[config.mk]
export PLATFORM = sky130hd
export DESIGN_NAME = ctd_top
export DESIGN_NICKNAME = d
export VERILOG_FILES = /design/src/rtl/ctd_counter.v /design/src/rtl/ctd_freq_out.v /design/src/rtl/ctd_top.v
export VERILOG_INCLUDE_DIRS = /design/src /design/src/rtl
export SDC_FILE = /design/constraint.sdc
export NUM_CORES = 1
export LEC_CHECK = 0
export BUFFER_PORTS_ARGS = -buffer_cell sky130_fd_sc_hd__clkbuf_2
export CORE_MARGIN = 3
export CORE_UTILIZATION = 59
export DETAILED_ROUTE_END_ITERATION = 8
export GPL_ROUTABILITY_DRIVEN = 0
export PLACE_DENSITY = 0.8
export SLEW_MARGIN = 20
export SYNTH_ARGS = -nofsm -noshare
export SYNTH_HDL_FRONTEND = slang
export SYNTH_SLANG_ARGS = --single-unit
[constraint.sdc]
create_clock -name hclk -period 3.1 [get_ports hclk]
set_input_delay 0.62 -clock hclk [delete_from_list [all_inputs] [get_ports hclk]]
set_output_delay 0.62 -clock hclk [all_outputs]
set_load 0.02 [all_outputs]
[src/rtl/ctd_map.vh]
// Purpose: register map and field constants for the counter/timer dio block
// Assumes: ahb-lite byte addresses, one 32-bit word per register
// Notes:   printed offsets are not all word multiples, so they are indices
`ifndef CTD_MAP_VH
`define CTD_MAP_VH
`define CTD_IDX_LOAD0      6'h02
`define CTD_IDX_HOLD0      6'h04
`define CTD_IDX_CMD0       6'h06
`define CTD_IDX_LOAD1      6'h0a
`define CTD_IDX_HOLD1      6'h0c
`define CTD_IDX_CMD1       6'h0e
`define CTD_IDX_CMDSEL     6'h20
`define CTD_IDX_IRQEN      6'h22
`define CTD_IDX_IRQCLR     6'h24
`define CTD_IDX_IRQSTAT    6'h26
`define CTD_IDX_DIR        6'h2c
`define CTD_IDX_PA_FLAGS   6'h2e
`define CTD_IDX_PB_FLAGS   6'h30
`define CTD_IDX_PC_FLAGS   6'h32
`define CTD_IDX_FOUT0      6'h38
`define CTD_IDX_FOUT1      6'h3a
`define CTD_OP_DISARM      3'h0
`define CTD_OP_LOAD        3'h1
`define CTD_OP_DISARM_SAVE 3'h2
`define CTD_OP_ARM         3'h4
`define CTD_OP_LOAD_ARM    3'h5
`define CTD_OP_SAVE        3'h6
`define CTD_OP_RESET       3'h7
`define CTD_FOE_BIT        12
`define CTD_FS_HI          10
`define CTD_FS_LO          8
`define CTD_DV_HI          3
`define CTD_DV_LO          0
`define CTD_IRQEN_RST      5'h00
`define CTD_DIR_RST        4'hf
`define CTD_FREQ_OUTPUT_RST       16'h0000
`define CTD_SYS_HZ         20000000
`define CTD_TICK_HZ        1000
`define CTD_CYC_LAST       5'h13
`define CTD_DEC_LAST       4'h9
`endif

[src/rtl/ctd_counter.v]
// Purpose: one 16-bit down counter with arm state, hold and reload
// Assumes: count_edge is a one-cycle pulse per active source edge
// Notes:   single-shot: reload then disarm at terminal count
`timescale 1ns/1ps
`default_nettype none
`include "ctd_map.vh"
module ctd_counter (
  input  wire        hclk,
  input  wire        hresetn,
  input  wire        cmd_stb,
  input  wire [2:0]  opcode_field,
  input  wire [15:0] reload_word,
  input  wire        hold_wr,
  input  wire [15:0] hold_wdata,
  input  wire        count_edge,
  output reg  [15:0] count,
  output reg  [15:0] snapshot_word,
  output reg         armed,
  output reg         terminal_count
);
  wire tc_now = armed && count_edge && (count == 16'h0001);
  always @(posedge hclk or negedge hresetn) begin
    if (!hresetn) begin
      count          <= 16'h0000;
      snapshot_word  <= 16'h0000;
      armed          <= 1'b0;
      terminal_count <= 1'b0;
    end else begin
      terminal_count <= tc_now;
      if (hold_wr) begin
        snapshot_word <= hold_wdata;
      end
      if (cmd_stb) begin
        case (opcode_field)
          `CTD_OP_DISARM: armed <= 1'b0;
          `CTD_OP_LOAD: count <= reload_word;
          `CTD_OP_DISARM_SAVE: begin
            armed         <= 1'b0;
            snapshot_word <= count;
          end
          `CTD_OP_ARM: armed <= 1'b1;
          `CTD_OP_LOAD_ARM: begin
            count <= reload_word;
            armed <= 1'b1;
          end
          `CTD_OP_SAVE: snapshot_word <= count;
          `CTD_OP_RESET: begin
            armed <= 1'b0;
            count <= 16'h0000;
          end
          default: armed <= armed;
        endcase
      end else if (tc_now) begin
        count <= reload_word;
        armed <= 1'b0;
      end else if (armed && count_edge) begin
        count <= count - 16'h0001;
      end
    end
  end
endmodule // ctd_counter
`default_nettype wire

[src/rtl/ctd_freq_out.v]
// Purpose: one programmable frequency output with source select and divider
// Assumes: source pulses are one-cycle enables in the hclk domain
// Notes:   output is a pulse train, one hclk wide per divided period
`timescale 1ns/1ps
`default_nettype none
`include "ctd_map.vh"
module ctd_freq_out (
  input  wire        hclk,
  input  wire        hresetn,
  input  wire [15:0] ctrl,
  input  wire [7:0]  src_pulses,
  output reg         freq_output,
  output reg         freq_drive_en
);
  wire [2:0] freq_source_sel = ctrl[`CTD_FS_HI:`CTD_FS_LO];
  wire [3:0] divide_ratio    = ctrl[`CTD_DV_HI:`CTD_DV_LO];
  reg  [3:0] div_cnt;
  wire       src = src_pulses[freq_source_sel];
  always @(posedge hclk or negedge hresetn) begin
    if (!hresetn) begin
      div_cnt       <= 4'h0;
      freq_output   <= 1'b0;
      freq_drive_en <= 1'b0;
    end else begin
      freq_drive_en <= ctrl[`CTD_FOE_BIT];
      freq_output   <= 1'b0;
      if (src) begin
        if (div_cnt >= divide_ratio) begin
          div_cnt     <= 4'h0;
          // pulse gated so a disabled pin stays quiet
          freq_output <= ctrl[`CTD_FOE_BIT];
        end else begin
          div_cnt <= div_cnt + 4'h1;
        end
      end
    end
  end
endmodule // ctd_freq_out
`default_nettype wire

[src/rtl/ctd_top.v]
// Purpose: counter/timer with digital input interrupts, ahb-lite registers
// Assumes: single word transfers, one slave on the bus
// Notes:   byte address = 4 x register index; zero wait states
// Overview of operation
// - each counter has a writable 16-bit hold register
// - reload value comes from the full 16-bit load register
// - three-bit opcode: 000 disarm, 100 arm, 111 reset
// - opcode 001 loads count from load register
// - opcode 010 disarms and saves count into hold
// - opcode 101 loads then arms in one command
// - opcode 110 saves count into hold, arm state kept
// - one command select bit per counter, 1 selects
// - per-counter interrupt enable bits in control register
// - three input group interrupt enable bits, A B C
// - per-counter interrupt status bit reads 1 when occurred
// - per-group input interrupt status bit reads 1 when occurred
// - any write to clear location clears pending interrupts
// - direction bits 0 to 3 for C lower, B, C upper, A; 1 input
// - read-only per-bit input interrupt flags for ports A, B, C
// - frequency outputs divide source by 1 to 16
// - three-bit source select among eight sources, 111 is 1 kHz
// - frequency output drives only while its enable is 1
// - counting happens only while armed
// - single shot reloads at terminal count then disarms
`timescale 1ns/1ps
`default_nettype none
`include "ctd_map.vh"
module ctd_top (
  input  wire        hclk,
  input  wire        hresetn,
  input  wire        hsel,
  input  wire [31:0] haddr,
  input  wire [1:0]  htrans,
  input  wire        hwrite,
  input  wire [2:0]  hsize,
  input  wire [31:0] hwdata,
  input  wire        hready,
  output reg  [31:0] hrdata,
  output wire        hreadyout,
  output wire        hresp,
  input  wire [1:0]  clk_in,
  input  wire [23:0] din,
  output reg  [3:0]  port_dir,
  output wire [1:0]  freq_output,
  output wire [1:0]  freq_drive_en,
  output wire [1:0]  terminal_count
);
  localparam [31:0] TICK_DIV_FULL = `CTD_SYS_HZ / `CTD_TICK_HZ;
  localparam [15:0] TICK_DIV      = TICK_DIV_FULL[15:0];
  // bus phase capture
  reg         wr_pend;
  reg  [5:0]  wr_idx;
  wire        acc    = hsel && hready && htrans[1];
  wire [5:0]  rd_idx = haddr[7:2];
  assign hreadyout = 1'b1;
  assign hresp     = 1'b0;
  always @(posedge hclk or negedge hresetn) begin
    if (!hresetn) begin
      wr_pend <= 1'b0;
      wr_idx  <= 6'h00;
    end else begin
      wr_pend <= acc && hwrite;
      wr_idx  <= haddr[7:2];
    end
  end
  wire [15:0] wd = hwdata[15:0];
  wire        we_load0  = wr_pend && (wr_idx == `CTD_IDX_LOAD0);
  wire        we_load1  = wr_pend && (wr_idx == `CTD_IDX_LOAD1);
  wire        we_hold0  = wr_pend && (wr_idx == `CTD_IDX_HOLD0);
  wire        we_hold1  = wr_pend && (wr_idx == `CTD_IDX_HOLD1);
  wire        we_cmd0   = wr_pend && (wr_idx == `CTD_IDX_CMD0);
  wire        we_cmd1   = wr_pend && (wr_idx == `CTD_IDX_CMD1);
  wire        we_sel    = wr_pend && (wr_idx == `CTD_IDX_CMDSEL);
  wire        we_irqen  = wr_pend && (wr_idx == `CTD_IDX_IRQEN);
  wire        we_irqclr = wr_pend && (wr_idx == `CTD_IDX_IRQCLR);
  wire        we_dir    = wr_pend && (wr_idx == `CTD_IDX_DIR);
  wire        we_fout0  = wr_pend && (wr_idx == `CTD_IDX_FOUT0);
  wire        we_fout1  = wr_pend && (wr_idx == `CTD_IDX_FOUT1);
  // software registers
  reg  [15:0] reload_word0;
  reg  [15:0] reload_word1;
  reg  [1:0]  counter_select_bits;
  reg  [4:0]  irq_enable_ctrl;
  reg  [15:0] freq_out0_ctrl;
  reg  [15:0] freq_out1_ctrl;
  always @(posedge hclk or negedge hresetn) begin
    if (!hresetn) begin
      reload_word0        <= 16'h0000;
      reload_word1        <= 16'h0000;
      counter_select_bits <= 2'h0;
      irq_enable_ctrl     <= `CTD_IRQEN_RST;
      port_dir            <= `CTD_DIR_RST;
      freq_out0_ctrl      <= `CTD_FREQ_OUTPUT_RST;
      freq_out1_ctrl      <= `CTD_FREQ_OUTPUT_RST;
    end else begin
      if (we_load0) reload_word0 <= wd;
      if (we_load1) reload_word1 <= wd;
      if (we_sel) counter_select_bits <= wd[1:0];
      if (we_irqen) irq_enable_ctrl <= wd[4:0];
      if (we_dir) port_dir <= wd[3:0];
      if (we_fout0) freq_out0_ctrl <= wd;
      if (we_fout1) freq_out1_ctrl <= wd;
    end
  end
  // fixed-rate tick chain: 10M, 1M, 100k, 10k, 1k pulses
  reg  [4:0]  cyc;
  reg  [3:0]  dec1;
  reg  [3:0]  dec2;
  reg  [15:0] tick_cnt;
  wire        t10m = cyc[0];
  wire        t1m  = t10m && (cyc == `CTD_CYC_LAST);
  wire        t100k = t1m && (dec1 == `CTD_DEC_LAST);
  wire        t10k = t100k && (dec2 == `CTD_DEC_LAST);
  wire        t1k  = tick_cnt == (TICK_DIV - 16'h0001);
  always @(posedge hclk or negedge hresetn) begin
    if (!hresetn) begin
      cyc      <= 5'h00;
      dec1     <= 4'h0;
      dec2     <= 4'h0;
      tick_cnt <= 16'h0000;
    end else begin
      cyc      <= (cyc == `CTD_CYC_LAST) ? 5'h00 : cyc + 5'h01;
      // 1 kHz has its own counter; a third decade would only add ripple depth
      tick_cnt <= t1k ? 16'h0000 : tick_cnt + 16'h0001;
      if (t1m) begin
        dec1 <= (dec1 == `CTD_DEC_LAST) ? 4'h0 : dec1 + 4'h1;
      end
      if (t100k) begin
        dec2 <= (dec2 == `CTD_DEC_LAST) ? 4'h0 : dec2 + 4'h1;
      end
    end
  end
  // counter clock input edges (rising)
  reg  [1:0]  clk_prev;
  always @(posedge hclk or negedge hresetn) begin
    if (!hresetn) clk_prev <= 2'h0;
    else          clk_prev <= clk_in;
  end
  wire [1:0]  clk_edge = clk_in & ~clk_prev;
  // counters
  wire [15:0] count0;
  wire [15:0] count1;
  wire [15:0] snapshot_word0;
  wire [15:0] snapshot_word1;
  wire        armed0;
  wire        armed1;
  wire        cmd0 = (we_cmd0 || we_cmd1) && counter_select_bits[0];
  wire        cmd1 = (we_cmd0 || we_cmd1) && counter_select_bits[1];
  ctd_counter u_cnt0 (
    .hclk           (hclk),
    .hresetn        (hresetn),
    .cmd_stb        (cmd0),
    .opcode_field   (hwdata[2:0]),
    .reload_word    (reload_word0),
    .hold_wr        (we_hold0),
    .hold_wdata     (wd),
    .count_edge     (clk_edge[0]),
    .count          (count0),
    .snapshot_word  (snapshot_word0),
    .armed          (armed0),
    .terminal_count (terminal_count[0])
  );
  ctd_counter u_cnt1 (
    .hclk           (hclk),
    .hresetn        (hresetn),
    .cmd_stb        (cmd1),
    .opcode_field   (hwdata[2:0]),
    .reload_word    (reload_word1),
    .hold_wr        (we_hold1),
    .hold_wdata     (wd),
    .count_edge     (clk_edge[1]),
    .count          (count1),
    .snapshot_word  (snapshot_word1),
    .armed          (armed1),
    .terminal_count (terminal_count[1])
  );
  // frequency outputs; fout1 may chain from fout0
  wire [7:0]  src0 = {t1k, t10k, t100k, t1m, t10m, 1'b0, 1'b0, clk_edge[0]};
  wire [7:0]  src1 = {t1k, t10k, t100k, t1m, t10m, 1'b0, freq_output[0], clk_edge[1]};
  ctd_freq_out u_fo0 (
    .hclk          (hclk),
    .hresetn       (hresetn),
    .ctrl          (freq_out0_ctrl),
    .src_pulses    (src0),
    .freq_output   (freq_output[0]),
    .freq_drive_en (freq_drive_en[0])
  );
  ctd_freq_out u_fo1 (
    .hclk          (hclk),
    .hresetn       (hresetn),
    .ctrl          (freq_out1_ctrl),
    .src_pulses    (src1),
    .freq_output   (freq_output[1]),
    .freq_drive_en (freq_drive_en[1])
  );
  // digital input rising-edge detection; only input-direction groups count
  reg  [23:0] din_prev;
  reg  [23:0] line_flags;
  reg  [1:0]  counter_irq_bits;
  reg         input_irq_group_a;
  reg         input_irq_group_b;
  reg         input_irq_group_c;
  wire [23:0] dir_mask = {{4{port_dir[2]}}, {4{port_dir[0]}}, {8{port_dir[1]}},
                          {8{port_dir[3]}}};
  wire [23:0] din_rise = din & ~din_prev & dir_mask;
  wire [23:0] line_en  = {{8{irq_enable_ctrl[4]}}, {8{irq_enable_ctrl[3]}},
                          {8{irq_enable_ctrl[2]}}};
  always @(posedge hclk or negedge hresetn) begin
    if (!hresetn) begin
      din_prev          <= 24'h000000;
      line_flags        <= 24'h000000;
      counter_irq_bits  <= 2'h0;
      input_irq_group_a <= 1'b0;
      input_irq_group_b <= 1'b0;
      input_irq_group_c <= 1'b0;
    end else begin
      din_prev <= din;
      line_flags <= (we_irqclr ? 24'h000000 : line_flags) | (din_rise & line_en);
      counter_irq_bits <= (we_irqclr ? 2'h0 : counter_irq_bits) |
                          (terminal_count & irq_enable_ctrl[1:0]);
      input_irq_group_a <= (input_irq_group_a && !we_irqclr) ||
                           (|(din_rise[7:0] & line_en[7:0]));
      input_irq_group_b <= (input_irq_group_b && !we_irqclr) ||
                           (|(din_rise[15:8] & line_en[15:8]));
      input_irq_group_c <= (input_irq_group_c && !we_irqclr) ||
                           (|(din_rise[23:16] & line_en[23:16]));
    end
  end
  // read mux, registered into data phase
  reg  [15:0] rd_val;
  always @* begin
    case (rd_idx)
      `CTD_IDX_LOAD0:    rd_val = reload_word0;
      `CTD_IDX_LOAD1:    rd_val = reload_word1;
      `CTD_IDX_HOLD0:    rd_val = snapshot_word0;
      `CTD_IDX_HOLD1:    rd_val = snapshot_word1;
      `CTD_IDX_CMDSEL:   rd_val = {14'h0000, counter_select_bits};
      `CTD_IDX_IRQSTAT:  rd_val = {11'h000, input_irq_group_c, input_irq_group_b,
                                  input_irq_group_a, counter_irq_bits};
      `CTD_IDX_DIR:      rd_val = {12'h000, port_dir};
      `CTD_IDX_PA_FLAGS: rd_val = {8'h00, line_flags[7:0]};
      `CTD_IDX_PB_FLAGS: rd_val = {8'h00, line_flags[15:8]};
      `CTD_IDX_PC_FLAGS: rd_val = {8'h00, line_flags[23:16]};
      `CTD_IDX_FOUT0:    rd_val = freq_out0_ctrl;
      `CTD_IDX_FOUT1:    rd_val = freq_out1_ctrl;
      default:           rd_val = 16'h0000;
    endcase
  end
  always @(posedge hclk or negedge hresetn) begin
    if (!hresetn) hrdata <= 32'h00000000;
    else if (acc && !hwrite) hrdata <= {16'h0000, rd_val};
  end
endmodule // ctd_top
`default_nettype wire

# Word level (Yosys, flattened, before mapping)
# Cells that the tools add are included.
dict set report word_totals {
  ff_bits 262
  inputBits 100
  word_cells 185
}
dict set report op_classes {
  n_reduce_logical 50
  eq_ne 40
  magnitude_cmp 4
  n_bitwise 12
  addsub 8
  n_mux 36
}
# cell n
set op_table {}
lappend op_table {{$mux 16} 13}
lappend op_table {{$pmux 16 s12} 1}
lappend op_table {{$eq 6x6->1 const B} 14}
lappend op_table {{$and 24x24->24} 3}
lappend op_table {{$pmux 16 s2} 2}
lappend op_table {{$eq 16x1->1 const B} 2}
lappend op_table {{$sub 16x1->16 const B} 2}
lappend op_table {{$eq 6x4->1 const B} 5}
lappend op_table {{$logic_and 1x1->1} 28}
lappend op_table {{$and 8x8->8} 3}
lappend op_table {{$mux 24} 1}
lappend op_table {{$not 24->24} 1}
lappend op_table {{$or 24x24->24} 1}
lappend op_table {{$reduce_or 8->1} 3}
lappend op_table {{$eq 6x3->1 const B} 3}
lappend op_table {{$add 16x1->16 const B} 1}
lappend op_table {{$add 4x1->4 const B} 4}
lappend op_table {{$eq 16x15->1 const B} 1}
lappend op_table {{$mux 4} 4}
lappend op_table {{$eq 3x3->1 const B} 4}
lappend op_table {{$eq 6x2->1 const B} 2}
lappend op_table {{$mux 1} 10}
lappend op_table {{$eq 4x4->1 const B} 2}
lappend op_table {{$ge 4x4->1} 2}
lappend op_table {{22 further kinds} 38}

# Depth between registers and ports, before layout
dict set report logic_depth {
  ltp_word 7
  depth_mapped 10
}

# Modules after synthesis
# Synthesis repeated with hierarchy kept, for this count alone.
dict set report unflattened {
  hier_cells 1199
  area_unflattened_um2 13167.6
}
# module area_per_inst_um2 cells_per_inst n_inst
set by_module_without_submodules {}
lappend by_module_without_submodules {ctd_top 8102.8 671 1}
lappend by_module_without_submodules {ctd_counter 2092.0 222 2}
lappend by_module_without_submodules {ctd_freq_out 440.4 42 2}

# Least setup slack after synthesis
# No wires, ideal clock.
dict set report synth_path {
  path_kind {flip-flop to flip-flop}
  from {register u_cnt0.count[1]}
  to {register u_cnt0.count[14]}
  arrival_ns 2.286
  path_slack_ns 0.670
  setup_time_ns 0.144
  stages_incl_launch_ff 9
  period_less_slack_ns 2.430
  cell_sequence {dfrtp_1 > inv_1 > ha_1 > or4b_2 > or4_4 > o21a_1 > or2_1 > o311ai_0 > o311ai_1}
}
dict set report synth_between {
  elab_chain_len 4
  elab_cells_between_ends 8
  cone_classes {add/sub (1); eq/ne (1); mux (3); reduce/logical (3)}
}
# item line_no
set synth_lines {}
lappend synth_lines {{from (decl)} ctd_counter.v:16} ;# output reg [15:0] count,
lappend synth_lines {{from (signal assigned)} ctd_counter.v:36} ;# `CTD_OP_LOAD: count <= reload_word;
lappend synth_lines {{from (signal assigned)} ctd_counter.v:43} ;# count <= reload_word;
lappend synth_lines {{from (signal assigned)} ctd_counter.v:54} ;# count <= reload_word;
lappend synth_lines {{$sub 16x1->16 or $eq 16x1->1 (tied branches)} {ctd_counter.v:57, ctd_counter.v:21}}
lappend synth_lines {{$mux 16 or $logic_and 1x1->1 (tied branches)} {ctd_counter.v:56, ctd_counter.v:21}}
lappend synth_lines {{$mux 16 or $reduce_bool 3->1 (tied branches)} n/a}
lappend synth_lines {{$mux 16 or $reduce_and 2->1 (tied branches)} n/a}
# Several ways; a longest one is shown, not always the timed one. The select of a mux whose other input is x is not followed.
# A chain may end at the register's enable or synchronous reset.

# Final worst setup path
dict set report layout_path {
  from {register u_cnt0.count[12]}
  to {register u_cnt0.count[5]}
}
dict set report layout_between {
  elab_chain_len 4
  elab_cells_between_ends 6
  cone_classes {eq/ne (1); mux (2); reduce/logical (3)}
}
# item line_no
set layout_lines {}
lappend layout_lines {{$eq 16x1->1 *} ctd_counter.v:21} ;# wire tc_now = armed && count_edge && (count == 16'h0001);
lappend layout_lines {{$logic_and 1x1->1 *} ctd_counter.v:21}
lappend layout_lines {{$reduce_bool 3->1 (no line) or $mux 16 (tied branches)} n/a}
lappend layout_lines {{$reduce_and 2->1 (no line) or $mux 16 (tied branches)} n/a}
# Mark *: on every way between the ends. The rest lies on a longest branch, timed or not.

==> results by group <==
Run status
  • Status: finished, final reports clean

Placed design
  • Placed insts: ~1500
  • Placed cell area: around 0.013 sq mm
  • Buffers on Ports: just under 80
  • Dpl ws: roughly 0.47 ns
  • Post-DP HPWL: roughly 23000 microns

Floorplanning
  • Die area: 0.0228 sq mm
  • Cell Rows: 52
  • I/O pins: roughly 140
  • Die Ht: 151 microns
  • Core area: between 0.02 and 0.025 sq mm
  • Chip width: roughly 150 microns
  • Initial Util: 0.608

Power and ir drop
  • Peak supply drop: between 400 and 500 uV
  • Leakage: about 6.3 nW
  • Power Dens Cells: around 590 mW/mm^2

Final layout
  • Fillers: approximately 1500
  • Share of cells above drive strength 1: 0.198
  • Post-route insts no fill: about 1600
  • Multi-input logic area: roughly 0.0055 sq mm
  • Design area: 0.0140 sq mm
  • Layout Nets: around 1400
  • ANT cells: 0
  • Area grow syn2layout: 13.0%
  • Sequential cell area: 0.00656 sq mm

Synthesis
  • EDFF count, synth: 0
  • Main synth FF type: dfrtp_1
  • Top-area cell type share of the netlist area: 0.520
  • Synthesized flop and latch total: 262
  • Synth Cell Area: 0.0124 sq mm
  • Most frequent cell after synthesis: dfrtp_1
  • Synth area leaders: dfrtp_1 52%, mux2_2 6.2%, nand2_1 5.0%
  • Async SR Flop Fraction: 1.00
  • Cell taking the most area after synthesis: dfrtp_1
  • Synthesized instance count: approximately 1200
  • Sequential share of the synthesized area: 0.528
  • Yosys warns: 0
  • Synth unique cells: 78
  • Mean Syn Cell Area: 10.6 sq um
  • Synth cell count leaders: 258 x dfrtp_1, 164 x nand2_1, 108 x o21ai_0

Critical path
  • Worst Path Arrival: roughly 3.1 ns
  • Crit path required time: 3.50 ns
  • Critical path class: register to register
  • Type of origin of the critical path: register
  • Crit-path max FO: 11
  • Crit path capture type: register

CTS
  • CTS tree: done
  • Clk pin slew, worst setup/hold paths: about 0.06 ns
  • Clock insertion delay at the later pin of the skew report: between 0.5 and 0.6 ns
  • Sink Count: between 200 and 300
  • Num CTS Buffers: 27
  • Clock root cell: clkbuf_16
  • H-tree depth: 1
  • Clock Tree Buf Depth: 3

Timing
  • Final setup violation count: 0
  • Final Max Tran Viols: 0
  • Hold Vio Cnt, Final: 0
  • RSZ-0062 raised after global routing: no
  • Setup Skew: approximately 0.030 ns
  • Crit path time final: ~2.7 ns
  • Hold slack final: slightly below 0.2 ns
  • Least-Margin Pin Slew: just over 0.9 ns
  • Final WS setup: between 0.3 and 0.4 ns
  • Slew headroom: 0.377
  • Final Cycle Share: 0.879
  • Fmax: 0.367 GHz
  • Fin Setup TNS: 0 ns

Detailed routing
  • Vias per inst: around 6.3
  • Top Layer Used: met4
  • WL met2: between 15000 and 20000 microns
  • Wire per inst: 21.1 microns
  • Wire length on met3: 2350 microns
  • Met1 WL: ~14000 microns
  • Final ANT Viol Nets: 0
  • Initial DRC Count: 893
  • First-pass iteration count of the detailed router: 7
  • DRC viols: 0
  • DR vias: 9814
  • Final WL: 32800 microns

GRT
  • Antenna violations before repair: 0
  • GRT Total Usage: 0.290
  • First-pass GRT wire length: ~52000 microns
  • Total gr overflow: 0
  • Largest net degree at the start of global routing: approximately 120
  • Vias in the first global route: 9615

Min path
  • Worst hold path type: input port to register

Run
  • Max-Cap Viols: 0
==> critical path: stages, from the launching register on <==
cell and delay (ns):
dfrtp_1 0.42, or4_1 0.60, or2_2 0.36, or4_1 0.53
o22ai_2 0.47, nand2_1 0.11, o311ai_0 0.11
==> report_power, final <==
group	total [mW]	switching, mW	internal, mW
logic	0.994	0.588	0.406
registers	4.00	0.313	3.69
clock network	3.28	1.35	1.94
total	8.28	2.25	6.03
==> registers in the layout (all words and copies together), names as in the netlist, 5 cells and up <==
name	flops
reload_word0	16
din_prev	24
freq_out1_ctrl	16
u_cnt0.snapshot_word	16
reload_word1	16
irq_enable_ctrl	5
wr_idx	6
u_cnt0.count	16
u_cnt1.snapshot_word	16
tick_cnt	16
hrdata	16
cyc	5
line_flags	24
freq_out0_ctrl	16
u_cnt1.count	16
==> metrics by stage <==
stage                      util  total power [mW]
after global placement    0.643              4.98
final                     0.687              8.28
after CTS                 0.687              8.29
after global routing      0.687              8.60
after floorplan               -              4.63
after detailed placement  0.643              5.04
==> path summary, 6_finish.rpt <==
check	start	slack [ns]	end	depth (start not counted)
worst max-delay path	u_cnt0.count[12]	0.37	u_cnt0.count[5]	6
worst min-delay path	din[14]	0.19	din_prev[14]	1
worst max register to register	u_cnt0.count[12]	0.37	u_cnt0.count[5]	6
worst min register to register	hrdata[12]	0.48	hrdata[12]	2
max in group asynchronous	hresetn	1.66	dec2[3]	3
min in group asynchronous	hresetn	0.53	u_cnt1.snapshot_word[1]	2
==> cells in the final DEF, fill, tap and decap left out, types with 6 or more instances in the layout <==
master,count
a21oi_1,19
a221o_1,9
a221oi_1,12
a222oi_1,8
a22oi_1,41
a31oi_1,6
buf_4,31
clkbuf_16,27
clkbuf_2,78
clkbuf_8,7
clkinv_2,7
conb_1,18
dfrtp_1,258
ha_1,16
inv_1,25
mux2_2,68
mux2i_1,32
nand2_1,164
nand2b_1,36
nand3_1,31
nand4_1,18
nor2_1,45
nor2b_1,8
nor3_1,19
nor3b_1,6
o211ai_1,9
o21ai_0,108
o31ai_1,6
or3_1,11
or4_1,7
xnor2_1,11
xor2_1,8
==> layout make-up <==
| cell class | count | share of cell area |
|---|---|---|
| clock inverters | 11 | 0.00793 |
| flip-flops and latches | 262 | 0.467 |
| repair buffers | 113 | 0.0490 |
| inverters | 25 | 0.00668 |
| clock buffers | 39 | 0.0563 |
| well taps | 270 | 0.0241 |
| multi-input cells | 830 | 0.389 |
==> repair_timing <==
action,CTS,global route
hold endpoints to repair,27,0
setup buffers,0,0
hold buffers,1,0
gates resized for setup,0,0
==> metal layers <==
layer | vias up | track usage
li1 | 4418 | -
met1 | 4846 | 0.398
met3 | 104 | 0.0446
met4 | 0 | 0.139
met5 | - | 0
met2 | 446 | 0.456
==> logic make-up (layout without fill, tap and decap cells) <==
family | count (synthesis) | after routing | synth area share
simple gates | 403 | 403 | 0.167
compound gates | 274 | 274 | 0.148
xor+xnor | 19 | 19 | 0.0134
flops | 262 | 262 | 0.528
buf+inv | 96 | 188 | 0.0394
mux | 100 | 100 | 0.0874
fa+ha+maj | 16 | 16 | 0.0161
other cells | 2 | 18 | 0.000605
(Power assumes the default switching activity.)
